==> src/verilog/vcrz_regs.svh <==
// Register map and field constants of the VC resource 0 control/status bank.
// Assumes a 32-bit classic Wishbone slave with byte addresses.
`ifndef VCRZ_REGS_SVH
`define VCRZ_REGS_SVH
`define VCRZ_ADDR_W        12
`define VCRZ_OFF_CONTROL   12'h114
`define VCRZ_OFF_STATUS    12'h118
`define VCRZ_OFF_TABLE_LO  12'h120
`define VCRZ_OFF_TABLE_HI  12'h15C
`define VCRZ_SEL_LSB       17
`define VCRZ_SEL_MSB       19
`define VCRZ_LOAD_BIT      16
`define VCRZ_IDENT_LSB     24
`define VCRZ_IDENT_MSB     26
`define VCRZ_ON_BIT        31
`define VCRZ_STALE_BIT     0
`define VCRZ_PEND_BIT      1
`define VCRZ_SEL_RESET     3'h0
`define VCRZ_IDENT_VALUE   3'h0
`define VCRZ_ON_VALUE      1'h1
`define VCRZ_LOAD_CYCLES   4'h4
`endif

==> src/verilog/vcrz_pkg.sv <==
// Types shared by the VC resource 0 register bank.
// Assumes the vcrz_regs.svh constants.
package vcrz_pkg;
    typedef struct packed {
        logic        cyc;
        logic        stb;
        logic        we;
        logic [3:0]  sel;
        logic [11:0] adr;
        logic [31:0] dat;
    } vcrz_wb_req_t;

    typedef enum logic [1:0] {
        VCRZ_IDLE = 2'h0,
        VCRZ_LOAD = 2'h1,
        VCRZ_DONE = 2'h3
    } vcrz_load_state_t;
endpackage

==> src/verilog/vcrz_table_loader.sv <==
// Table loader sequencer: on a load command counts LOAD_CYCLES load cycles, then flags done.
// Assumes a single clock and synchronous active-high reset.
`include "vcrz_regs.svh"
module vcrz_table_loader #(
    parameter int LOAD_CYCLES = 4
) (
    input  wire logic clk,
    input  wire logic sys_rst,
    input  wire logic loadStart,
    output logic      loadBusy,
    output logic      loadDone
);
    // Refuse lengths outside 1 to 15 for the four-bit counter
    if (LOAD_CYCLES < 1 || LOAD_CYCLES > 15)
    begin : g_bad_load_cycles
        $error("LOAD_CYCLES out of range");
    end

    vcrz_pkg::vcrz_load_state_t stateReg;
    logic [3:0]                 countReg;

    always_ff @(posedge clk)
    begin
        if (sys_rst)
        begin
            stateReg <= vcrz_pkg::VCRZ_IDLE;
            countReg <= 4'h0;
        end
        else
        begin
            case (stateReg)
                vcrz_pkg::VCRZ_IDLE:
                begin
                    if (loadStart)
                    begin
                        stateReg <= vcrz_pkg::VCRZ_LOAD;
                        countReg <= 4'(LOAD_CYCLES - 1);
                    end
                end
                vcrz_pkg::VCRZ_LOAD:
                begin
                    if (countReg == 4'h0)
                        stateReg <= vcrz_pkg::VCRZ_DONE;
                    else
                        countReg <= countReg - 4'h1;
                end
                vcrz_pkg::VCRZ_DONE: stateReg <= vcrz_pkg::VCRZ_IDLE;
                default:             stateReg <= vcrz_pkg::VCRZ_IDLE;
            endcase
        end
    end

    assign loadBusy = (stateReg != vcrz_pkg::VCRZ_IDLE);
    assign loadDone = (stateReg == vcrz_pkg::VCRZ_DONE);
endmodule // vcrz_table_loader

==> src/verilog/vcrz_bank.sv <==
// What this block does
// - Control bits 19:17 hold read-write arbitration select, reset zero
// - Channel identifier bits 26:24 are read-only, always zero
// - Control bit 31 channel enable reads as constant one
// - A table entry write with at least one byte lane enabled sets status bit 0 stale flag
// - Stale flag stays set until load after load command completes
// - Stale flag meaningful only when selected scheme uses the table
// - Status bit 1 reports flow control initialisation in progress
// - Writing one to control bit 16 starts table load unless a load is running; reads zero
//
// Holds the VC resource 0 control/status bank as a classic Wishbone slave.
// Assumes fcInitDone comes from the link layer, synchronous to clk.
`include "vcrz_regs.svh"
module vcrz_bank #(
    parameter int LOAD_CYCLES = 4
) (
    input  wire logic        clk,
    input  wire logic        sys_rst,
    input  wire logic        wb_cyc_i,
    input  wire logic        wb_stb_i,
    input  wire logic        wb_we_i,
    input  wire logic [3:0]  wb_sel_i,
    input  wire logic [11:0] wb_adr_i,
    input  wire logic [31:0] wb_dat_i,
    output logic      [31:0] wb_dat_o,
    output logic             wb_ack_o,
    input  wire logic        fcInitDone,
    output logic      [2:0]  arbSchemeSelect,
    output logic             tableLoadPulse
);
    vcrz_pkg::vcrz_wb_req_t req;
    logic [2:0]  arbSelReg;
    logic        staleReg;
    logic        pendReg;
    logic        ackReg;
    logic [31:0] datReg;
    logic        loadPulseReg;
    logic        loadBusy;
    logic        loadDone;
    logic        access;
    logic        wrCtl;
    logic        wrTable;
    logic [31:0] rdData;

    assign req      = '{cyc: wb_cyc_i, stb: wb_stb_i, we: wb_we_i, sel: wb_sel_i,
                        adr: wb_adr_i, dat: wb_dat_i};
    assign access   = req.cyc && req.stb && !ackReg;
    assign wrCtl    = access && req.we && req.adr == `VCRZ_OFF_CONTROL;
    assign wrTable  = access && req.we && req.sel != 4'h0
                      && req.adr >= `VCRZ_OFF_TABLE_LO && req.adr <= `VCRZ_OFF_TABLE_HI;

    vcrz_table_loader #(
        .LOAD_CYCLES (LOAD_CYCLES)
    ) u_loader (
        .clk       (clk),
        .sys_rst   (sys_rst),
        .loadStart (loadPulseReg),
        .loadBusy  (loadBusy),
        .loadDone  (loadDone)
    );

    // Bus answer one cycle after request
    always_ff @(posedge clk)
    begin
        if (sys_rst)
            ackReg <= 1'b0;
        else
            ackReg <= access;
    end

    always_ff @(posedge clk)
    begin
        if (sys_rst)
            arbSelReg <= `VCRZ_SEL_RESET;
        else if (wrCtl && req.sel[2])
            arbSelReg <= req.dat[`VCRZ_SEL_MSB:`VCRZ_SEL_LSB];
    end

    always_ff @(posedge clk)
    begin
        if (sys_rst)
            loadPulseReg <= 1'b0;
        else
            loadPulseReg <= wrCtl && req.sel[2] && req.dat[`VCRZ_LOAD_BIT] && !loadBusy;
    end

    // stale flag, set wins over clear
    always_ff @(posedge clk)
    begin
        if (sys_rst)
            staleReg <= 1'b0;
        else if (wrTable)
            staleReg <= 1'b1;
        else if (loadDone)
            staleReg <= 1'b0;
    end

    always_ff @(posedge clk)
    begin
        if (sys_rst)
            pendReg <= 1'b1;
        else
            pendReg <= !fcInitDone;
    end

    // read mux, load bit reads zero
    always_comb
    begin
        rdData = 32'h0;
        case (req.adr)
            `VCRZ_OFF_CONTROL:
            begin
                rdData[`VCRZ_SEL_MSB:`VCRZ_SEL_LSB]     = arbSelReg;
                rdData[`VCRZ_IDENT_MSB:`VCRZ_IDENT_LSB] = `VCRZ_IDENT_VALUE;
                rdData[`VCRZ_ON_BIT]                    = `VCRZ_ON_VALUE;
            end
            `VCRZ_OFF_STATUS:
            begin
                rdData[`VCRZ_STALE_BIT] = staleReg;
                rdData[`VCRZ_PEND_BIT]  = pendReg;
            end
            default: rdData = 32'h0;
        endcase
    end

    always_ff @(posedge clk)
    begin
        if (sys_rst)
            datReg <= 32'h0;
        else if (access && !req.we)
            datReg <= rdData;
    end

    assign wb_ack_o        = ackReg;
    assign wb_dat_o        = datReg;
    assign arbSchemeSelect = arbSelReg;
    assign tableLoadPulse  = loadPulseReg;

    localparam int LOAD_SPAN = LOAD_CYCLES + 1;
endmodule // vcrz_bank

==> config.mk <==
export PLATFORM = sky130hd
export DESIGN_NAME = vcrz_bank
export DESIGN_NICKNAME = d
export VERILOG_FILES = /design/src/verilog/vcrz_pkg.sv /design/src/verilog/vcrz_table_loader.sv /design/src/verilog/vcrz_bank.sv
export VERILOG_INCLUDE_DIRS = /design/src /design/src/verilog
export SDC_FILE = /design/constraint.sdc
export NUM_CORES = 1
export LEC_CHECK = 0
export ABC_AREA = 1
export BUFFER_PORTS_ARGS = -buffer_cell sky130_fd_sc_hd__buf_2
export CAP_MARGIN = 25
export CORE_MARGIN = 2
export CORE_UTILIZATION = 39
export DETAILED_ROUTE_END_ITERATION = 16
export GPL_TIMING_DRIVEN = 0
export MAX_ROUTING_LAYER = met4
export PLACE_DENSITY_LB_ADDON = 0.15
export REMOVE_ABC_BUFFERS = 1
export SYNTH_ARGS = -nofsm -noshare
export SYNTH_HDL_FRONTEND = slang
export SYNTH_SLANG_ARGS = --single-unit
==> constraint.sdc <==
create_clock -name clk -period 1.36 [get_ports clk]
set_input_delay 0 -clock clk [delete_from_list [all_inputs] [get_ports clk]]
set_output_delay 0 -clock clk [all_outputs]
set_load 0.02 [all_outputs]
==> metrics.md, run 1 <==
| Metric | Value |
|---|---|
| Status | finished with violations |
| Failing checks | negative hold slack |
| Initial DRC count | 41 |
| Clk slew on worst S/H paths | roughly 0.10 ns |
| Area contributors post-synth | dfxtp_1 (33%), buf_4 (17%), nand2_1 (7.5%), nor2_1 (6.5%), inv_1 (5.9%) |
| Die area | ~3400 sq um |
| RSZ-0062 raised after global routing | false |
| Post-route design area | around 1300 sq um |
| Largest net degree at the start of global routing | 11 |
| Clk_skew | 0.001052 ns |
| Post-synth cell types | 22 |
| 1st-pass router iterations | 4 |
| Final Max Slew Viols | 0 |
| FF-to-FF setup slack | ~0.16 ns |
| Worst Setup Start Kind | register |
| Clk sinks | 19 |
| Crit path time final | 1.199 ns |
| Initial antenna violation count | 0 |
| PD cells | 774.8 nW/um^2 |
| Vias | around 1100 |
| Yosys warnings | 0 |
| Crit. End Element | register |
| Hold slack final | -0.003727 ns |
| Top cells by count, synth | buf_4 (26), nand2_1 (23), nor2_1 (20), dfxtp_1 (19), inv_1 (18) |
| Final period util | 0.8818 |
| Crit-path max FO | 6 |
| Critical Path AT | ~1.4 ns |
| GRT overflow | 0 |
| Vias in the first global route | roughly 960 |
| Grt met2 use | 0.2584 |
| GR Util met1 | 0.1778 |
| #FFs+latches synth | 19 |
| Placed Area | between 1000 and 1500 sq um |
| Die Y-Extent | 58.33 microns |
| GR met3 Demand/Resource | 0.04615 |
| Setup TNS | 0 ns |
| GRT Max-Usage Layer | met2 |
| Async SR Flop Fraction | 0 |
| Number of synthesized flops with an enable pin | 0 |
| Initial Util | 0.4139 |
| Top-count cell post-synth | buf_4 |
| Detailed-route wire length | ~2.2 mm |
| Chip Width | slightly below 60 microns |
| PortBufs | 36 |
| Top_reg_cell synth | dfxtp_1 |
| Number of fillers in the final layout | around 290 |
| H-tree levels | 1 |
| CTS Buf Count | 3 |
| Via density | 4.468 |
| Synth area leader | dfxtp_1 |
| First-pass GRT wire length | around 3.9 mm |
| Final HPWL DP | approximately 1.8 mm |
| Share of layout cells above drive strength 1 | 0.2767 |
| Synthesized area | 1151 sq um |
| Power Total | 1.027 mW |
| TritonCTS clock tree | built |
| Worst Path Required | 1.56 ns |
| I/O pin total | between 90 and 100 |
| WL/cell | around 9 microns |
| Leakage | approximately 0.67 nW |
| DRC Markers | 0 |
| GPL Wtd Cong | approximately 0.77 |
| Nets | between 200 and 300 |
| Num rows | 19 |
| Root Driver | clkbuf_4 |
| Hold Crit Class | input port to register |
| Cells after Synth | between 150 and 200 |
| Peak Freq | between 800 and 900 MHz |
| Diodes inserted | 0 |
| Avg Inst Size Synth | around 7 sq um |
| Final Hold Fails | 2 |
| Final ANT Viol Nets | 0 |
| Register area share after synthesis | 0.3304 |
| CTS Buffer Depth | 2 |
| Clk_lat worst skew | slightly below 0.3 ns |
| Post-synth top area share | 0.3304 |
| CP Class | register to register |
| Layout area overhead | 15.11% |
| Global-route usage over all layers | 0.1507 |
| Core area | 2781 sq um |
| Worst VDD drop | approximately 0.8 mV |
| Setup Viol. Count Final | 0 |
| Max_cap viols | 0 |
through the flow:
stage          setup WS, ns  hold slack (ns)    util  std cells
2_1_floorplan        0.2434          0.06907       -        163
3_3_place_gp         0.1351           0.1784  0.4543        230
3_5_place_dp         0.1132           0.1790  0.4543        230
4_1_cts             0.09774         0.002878  0.4746        237
5_1_grt            0.005214         0.004659  0.4764        237
6_report             0.1607        -0.003727  0.4764        237
logic make-up after synthesis:
kind of cell	Yosys count	synth area share
other	1	0.003258
buffers and inverters	50	0.2489
AO/OA/AOI/OAI	19	0.08695
adder cells (fa/ha/maj)	2	0.02174
flip-flops	19	0.3304
AND/OR/NAND/NOR	74	0.3087
flip-flops by register name (all words and copies together), names as in the netlist:
name               count
staleReg               1
u_loader.countReg      4
wb_ack_o               1
wb_dat_o               6
arbSchemeSelect        3
u_loader.stateReg      2
pendReg                1
tableLoadPulse         1
worst max-delay path, stage by stage, from the launching register on:
cell and delay [ns]:
dfxtp_2 0.35, inv_1 0.07, ha_1 0.19, nand2_1 0.08, nand2_1 0.10, nand2_2 0.13
nand3_1 0.08, nand2_1 0.06, nor2_1 0.04
layout by cell type (no fill, tap or decap), types with 2 or more instances in the layout:
master,netlist,routed
conb_1,1,26
nand3_1,13,13
o21ai_1,3,3
nor3_1,3,3
inv_2,5,5
dfxtp_1,19,17
inv_1,18,18
nor2_1,20,20
dlygate4sd3_1,0,3
buf_2,1,36
nand4_1,4,4
nor2_4,2,2
nor2_2,6,6
dfxtp_2,0,2
ha_1,2,2
o21ai_0,3,3
a21oi_1,10,10
clkbuf_4,0,3
nand2_1,23,22
a31oi_1,2,2
layer usage:
metal,vias to the layer above,wire length [microns]
met3,2,197
met4,0,16
met1,458,957
met2,46,1004
met5,-,0
li1,553,-
repair_timing:
| item | 4_1_cts | 5_1_grt |
|---|---|---|
| endpoints found under the setup margin | 0 | 3 |
| hold buffers | 3 | 0 |
| setup buffers | 0 | 0 |
| resized for setup | 0 | 3 |
| hold endpoints to repair | 3 | 0 |
final cells by class:
cell class / instances / area (sq um) / share of cell area
Inverter: 23 / 86.33 / 0.06516
Multi-Input combinational cell: 121 / 580.6 / 0.4381
Tap cell: 31 / 38.79 / 0.02927
Timing Repair Buffer: 39 / 210.2 / 0.1586
Sequential cell: 19 / 382.9 / 0.2890
Clock buffer: 4 / 26.28 / 0.01983
power breakdown:
group / switching (mW) / internal [mW]
Clock: 0.168 / 0.114
Combinational: 0.128 / 0.0527
Sequential: 0.00253 / 0.562
Total: 0.298 / 0.729
final timing paths:
path,startpoint,depth (start not counted),to
worst max-delay path,u_loader.countReg[0]$_SDFFE_PP0P_,8,u_loader.countReg[3]$_SDFFE_PP0P_
worst min-delay path,sys_rst,2,wb_dat_o[31]$_SDFFE_PP0P_
worst max register to register,u_loader.countReg[0]$_SDFFE_PP0P_,8,u_loader.countReg[3]$_SDFFE_PP0P_
worst min register to register,wb_dat_o[17]$_SDFFE_PP0P_,2,wb_dat_o[17]$_SDFFE_PP0P_
(Power assumes the default switching activity.)
==> run 2, diff against run 1 <==
CORE_MARGIN = not set   (was 2)
CTS_CLUSTER_SIZE = 30   (was not set)
PLACE_DENSITY = 0.87   (was not set)
PLACE_DENSITY_LB_ADDON = not set   (was 0.15)
==> metrics.md, run 2 (synthesis results as in run 1) <==
| Metric | Value |
|---|---|
| Crit path time final | 1.266 ns (+0.06622 ns) |
| DRC Markers | 0 (unchanged) |
| Nets | 266 (+1.1%) |
| Final HPWL DP | 1.892 mm (+3.5%) |
| Post-CTS sizing | 0 (unchanged) |
| Number of fillers in the final layout | 277 (-3.1%) |
| GRT overflow | 0 (unchanged) |
| Chip Width | 56.33 microns (-3.4%) |
| Clk_lat worst skew | 0.30 ns (about the same) |
| Hold Crit Class | input port to register |
| Global-route usage over all layers | 0.1567 (+0.005976) |
| Max_cap viols | 0 (unchanged) |
| Vias in the first global route | 972 (+1.1%) |
| TritonCTS clock tree | built |
| Clk_skew | 0.001846 ns (+0.0007942 ns) |
| Post-route design area | 1351 sq um (+2.0%) |
| Top delay family on crit path | simple AND/OR/NAND/NOR gates |
| Vias | 1074 (+1.4%) |
| 1st-pass router iterations | 4 (unchanged) |
| Worst Hold Depth | 5 (+3) |
| GPL Wtd Cong | 0.7968 (+4.0%) |
| Root Driver | clkbuf_4 |
| Final ANT Viol Nets | 0 (unchanged) |
| Worst Hold End | arbSchemeSelect[0]$_SDFFE_PP0P_ |
| Via density | 4.475 (+0.15%) |
| Critical path's slowest cell | dfxtp_1 |
| Diodes inserted | 0 (unchanged) |
| Share of layout cells above drive strength 1 | 0.2632 (-0.01354) |
| Final period util | 0.9305 (+0.04869) |
| Status | finished clean |
| Clk slew on worst S/H paths | 0.11 ns (about the same) |
| Num rows | 19 (unchanged) |
| CTS Buffer Depth | 2 (unchanged) |
| WL/cell | 9.525 microns (+3.8%) |
| CP Class | register to register |
| I/O pin total | 91 (unchanged) |
| Setup TNS | 0 ns (unchanged) |
| HP Start | wb_dat_i[17] |
| Initial antenna violation count | 0 (unchanged) |
| Worst r2r dst | u_loader.countReg[3]$_SDFFE_PP0P_ |
| Die Y-Extent | 56.33 microns (-3.4%) |
| Crit path top cell by count | nand2_1 |
| CP startpoint | u_loader.countReg[0]$_SDFFE_PP0P_ |
| Initial Util | 0.4139 (unchanged) |
| PD cells | 769.6 nW/um^2 (-0.67%) |
| Worst r2r src | u_loader.countReg[0]$_SDFFE_PP0P_ |
| Placed Area | 1264 sq um (unchanged) |
| Crit-path max FO | 6 (unchanged) |
| Detailed-route wire length | 2.286 mm (+5.1%) |
| Leakage | 0.6795 nW (+2.0%) |
| Final Hold Fails | 0 (-2) |
| Worst path max stage delay | 0.35 ns (about the same) |
| Largest net degree at the start of global routing | 12 (+1) |
| RSZ-0062 raised after global routing | false |
| Critical path, cell by cell | inv_1 -> ha_1 -> nand2_1 -> nand2_1 -> nand2_1 -> nand3_1 -> nand2_1 -> nor2_1 |
| Max FFs per register | 6 (unchanged) |
| Initial DRC count | 44 (+7.3%) |
| Critical Path AT | 1.47 ns (+0.07 ns) |
| FF/Latch Area | 380.4 sq um (-0.65%) |
| H-tree levels | 1 (unchanged) |
| Die area | 3173 sq um (-6.7%) |
| Setup Viol. Count Final | 0 (unchanged) |
| Crit. End Element | register |
| FF-to-FF setup slack | 0.09 ns (-0.07 ns) |
| PortBufs | 36 (unchanged) |
| Multi-input logic area | 578.1 sq um (-0.43%) |
| Commonest non-fill, non-tap cell in the layout | buf_2 |
| CTS Buf Count | 3 (unchanged) |
| Power Total | 1.040 mW (+1.3%) |
| Final Max Slew Viols | 0 (unchanged) |
| Peak Freq | 790.2 MHz (-5.2%) |
| Worst Path Buf+Inv | 1 (unchanged) |
| First-pass GRT wire length | 3.843 mm (-1.2%) |
| Clk sinks | 19 (unchanged) |
| Core area | 2781 sq um (unchanged) |
| Layout area overhead | 17.39% |
| Commonest cells after routing, fill and taps aside | buf_2 (36), conb_1 (26), nand2_1 (23) |
| Worst Path Required | 1.57 ns (about the same) |
| Reg2reg path depth | 8 (unchanged) |
| Worst VDD drop | 0.3837 mV (-51%) |
| Worst Setup Start Kind | register |
-- run 2: worst max path at each step --
stage                                        end  slack (ns)  cells past startpoint
2_1_floorplan  u_loader.countReg[2]$_SDFFE_PP0P_        0.24                      8
3_3_place_gp   u_loader.countReg[3]$_SDFFE_PP0P_        0.15                      8
3_5_place_dp   u_loader.countReg[3]$_SDFFE_PP0P_        0.12                      8
4_1_cts        u_loader.countReg[3]$_SDFFE_PP0P_         0.1                      8
5_1_grt        u_loader.countReg[3]$_SDFFE_PP0P_       0.001                      8
6_report       u_loader.countReg[3]$_SDFFE_PP0P_        0.09                      8
-- run 2: cell type report --
cell class,instances,area share
Tap cell,31,0.02870
Inverter,23,0.06389
Clock buffer,3,0.01667
Clock inverter,1,0.003704
Timing Repair Buffer,42,0.1778
Sequential cell,19,0.2815
Multi-Input combinational cell,121,0.4278
-- run 2: repair_timing --
action,CTS,global route
setup endpoints to repair,0,0
endpoints found under the hold margin,6,1
buffers inserted,0,0
hold buffers,5,1
-- run 2: routing by layer --
layer,share of wire,GRT usage
met1,0.42,0.1669
met2,0.51,0.2806
met3,0.052,0.02995
met4,0.015,0.06969
met5,0,-
-- run 2: per-stage QoR --
step	utilization	hold slack, ns	std cells	setup WS [ns]
after floorplan	-	0.06907	163	0.2434
after global placement	0.4543	0.1680	230	0.1505
after detailed placement	0.4543	0.1936	230	0.1194
after CTS	0.4822	0.003754	239	0.09828
after global routing	0.4858	0.03258	240	0.001143
final	0.4858	0.004980	240	0.09450
-- run 2: report_power, final --
group / internal [mW] / switching [mW] / total (mW)
clock network: 0.110 / 0.177 / 0.287
registers: 0.562 / 0.00277 / 0.565
logic: 0.0585 / 0.130 / 0.189
-- run 2: worst min-delay path, delay by kind of cell --
kind | cells | cell delay (ns)
buffers and inverters | 2 | 0.10
AND/OR/NAND/NOR | 3 | 0.17
==> run 3, diff against run 2 <==
SETUP_SLACK_MARGIN = 0.4   (was not set)
==> metrics.md, run 3 (synthesis results as in run 1) <==
| Metric | Value |
|---|---|
| Share of layout cells above drive strength 1 | 0.4131 (+0.1500) |
| Worst Path Required | 1.58 ns (about the same) |
| RSZ-0062 raised after global routing | true |
| GPL Wtd Cong | 0.7968 (unchanged) |
| Failing checks | negative hold slack |
| Nets | 270 (+1.5%) |
| Largest net degree at the start of global routing | 12 (unchanged) |
| Max_cap viols | 0 (unchanged) |
| Worst VDD drop | 0.4182 mV (+9.0%) |
| Critical path, cell by cell | inv_2 -> ha_4 -> nand2_4 -> nand2_4 -> nand2_8 -> a21oi_4 -> nor2_1 |
| FF-to-FF setup slack | 0.27 ns (+0.17 ns) |
| Die area | 3173 sq um (unchanged) |
| Clk sinks | 19 (unchanged) |
| Initial Util | 0.4139 (unchanged) |
| Final ANT Viol Nets | 0 (unchanged) |
| Met2 routed WL | 1.531 mm (+31%) |
| H-tree levels | 1 (unchanged) |
| Critical Path AT | 1.31 ns (-0.16 ns) |
| Clk slew on worst S/H paths | 0.12 ns (about the same) |
| Critical path's slowest cell | dfxtp_2 |
| Root Driver | clkbuf_4 |
| CTS Buffer Depth | 2 (unchanged) |
| Final HPWL DP | 1.892 mm (unchanged) |
| Hold Buf Count CTS | 4 (-1) |
| PD cells | 698.8 nW/um^2 (-9.2%) |
| HP Start | wb_stb_i |
| WL/cell | 11.65 microns (+22%) |
| Worst path max stage delay | 0.35 ns (about the same) |
| Status | finished with violations |
| Num rows | 19 (unchanged) |
| Crit-path max FO | 6 (unchanged) |
| Worst Hold End | wb_ack_o$_SDFF_PP0_ |
| CP Class | register to register |
| Vias | 1159 (+7.9%) |
| First-pass GRT wire length | 4.326 mm (+13%) |
| Via density | 4.750 (+6.1%) |
| Final period util | 0.8041 (-0.1264) |
| GRT overflow | 0 (unchanged) |
| DR WL met3 | 150 microns (+27%) |
| Layout Cells excl Fill | 244 (+1.7%) |
| I/O pin total | 91 (unchanged) |
| DRT met1 WL | 1.054 mm (+9.7%) |
| Worst Setup Start Kind | register |
| TritonCTS clock tree | built |
| Vias in the first global route | 1078 (+11%) |
| Detailed-route wire length | 2.843 mm (+24%) |
| Setup Viol. Count Final | 0 (unchanged) |
| Die Y-Extent | 56.33 microns (unchanged) |
| Placed cells | 230 (unchanged) |
| Initial antenna violation count | 0 (unchanged) |
| Chip Width | 56.33 microns (unchanged) |
| Reg2reg path depth | 7 (-1) |
| Setup TNS | 0 ns (unchanged) |
| Worst r2r dst | u_loader.countReg[3]$_SDFFE_PP0P_ |
| CTS Buf Count | 3 (unchanged) |
| Global-route usage over all layers | 0.1786 (+0.02196) |
| Hold slack final | -0.0008324 ns (-0.005812 ns) |
| Diodes inserted | 0 (unchanged) |
| Final Max Slew Viols | 0 (unchanged) |
| Worst r2r src | u_loader.countReg[0]$_SDFFE_PP0P_ |
| Leakage | 0.7410 nW (+9.0%) |
| Highest Signal Layer | met4 |
| DRC Markers | 0 (unchanged) |
| Commonest cells after routing, fill and taps aside | buf_2 (36), conb_1 (26), nand2_1 (19) |
| Commonest non-fill, non-tap cell in the layout | buf_2 |
| Max FFs per register | 6 (unchanged) |
| 1st-pass router iterations | 4 (unchanged) |
| Clk_lat worst skew | 0.31 ns (about the same) |
| Final Hold Fails | 1 (+1) |
| Hold Crit Class | input port to register |
| Layout area overhead | 32.28% |
| Core area | 2781 sq um (unchanged) |
| Crit. End Element | register |
| Initial DRC count | 32 (-27%) |
| Worst Hold Depth | 3 (-2) |
| Clk_skew | 0.006813 ns (+0.004966 ns) |
| Peak Freq | 914.4 MHz (+16%) |
| Crit path top cell by count | nand2_4 |
| Crit path time final | 1.094 ns (-0.1719 ns) |
| PortBufs | 36 (unchanged) |
## run 3: layout make-up
cell class	count	area, sq um
fill	254	1259
sequential	19	386.6
multi-input combinational	122	721.9
clock inverter	1	5.005
timing repair buffer	45	261.5
tap	31	38.79
clock buffer	3	22.52
inverter	23	86.33
## run 3: worst max-delay path by stage
stage | to | from | cells after the start
2_1_floorplan | u_loader.countReg[2]$_SDFFE_PP0P_ | u_loader.countReg[0]$_SDFFE_PP0P_ | 8
6_report | u_loader.countReg[3]$_SDFFE_PP0P_ | u_loader.countReg[0]$_SDFFE_PP0P_ | 7
3_3_place_gp | u_loader.countReg[3]$_SDFFE_PP0P_ | u_loader.countReg[0]$_SDFFE_PP0P_ | 8
4_1_cts | arbSchemeSelect[0]$_SDFFE_PP0P_ | wb_ack_o$_SDFF_PP0_ | 7
3_5_place_dp | u_loader.countReg[3]$_SDFFE_PP0P_ | u_loader.countReg[0]$_SDFFE_PP0P_ | 8
5_1_grt | arbSchemeSelect[0]$_SDFFE_PP0P_ | wb_ack_o$_SDFF_PP0_ | 7
## run 3: report_power, final
part | switching [mW] | leakage, nW | internal (mW) | total (mW)
sequential | 0.00311 | 0.156 | 0.562 | 0.565
combinational | 0.140 | 0.567 | 0.0600 | 0.200
clock | 0.189 | 0.0177 | 0.110 | 0.299
total | 0.332 | 0.741 | 0.732 | 1.06
## run 3: what timing repair did
item | in CTS | in global routing
cloned | 0 | 1
setup endpoints to repair | 14 | 14
endpoints found under the hold margin | 6 | 2
pin swaps | 9 | 9
gates resized for setup | 22 | 16
buffers inserted | 3 | 2
## run 3: worst max-delay path, delay by kind of cell, from the launching register on
| kind | cells | cell delay, ns |
|---|---|---|
| compound gates | 1 | 0.16 |
| fa+ha+maj | 1 | 0.14 |
| flops | 1 | 0.35 |
| buf+inv | 1 | 0.09 |
| simple gates | 4 | 0.27 |
## run 3: per-stage QoR
stage / power (mW) / util / setup WS (ns) / area (sq um)
finish: 1.064 / 0.5475 / 0.2664 / 1523
global route: 1.107 / 0.5475 / 0.1758 / 1523
CTS: 1.049 / 0.5128 / 0.2490 / 1426
detailed placement: 0.7511 / 0.4543 / 0.1194 / 1264
global placement: 0.7472 / 0.4543 / 0.1505 / 1264
floorplan: 0.6908 / - / 0.2434 / 1045
## run 3: layer usage
layer | track usage | up-vias
met4 | 0.09756 | 0
met3 | 0.02995 | 10
met5 | - | -
li1 | - | 572
met1 | 0.1842 | 527
met2 | 0.3214 | 50
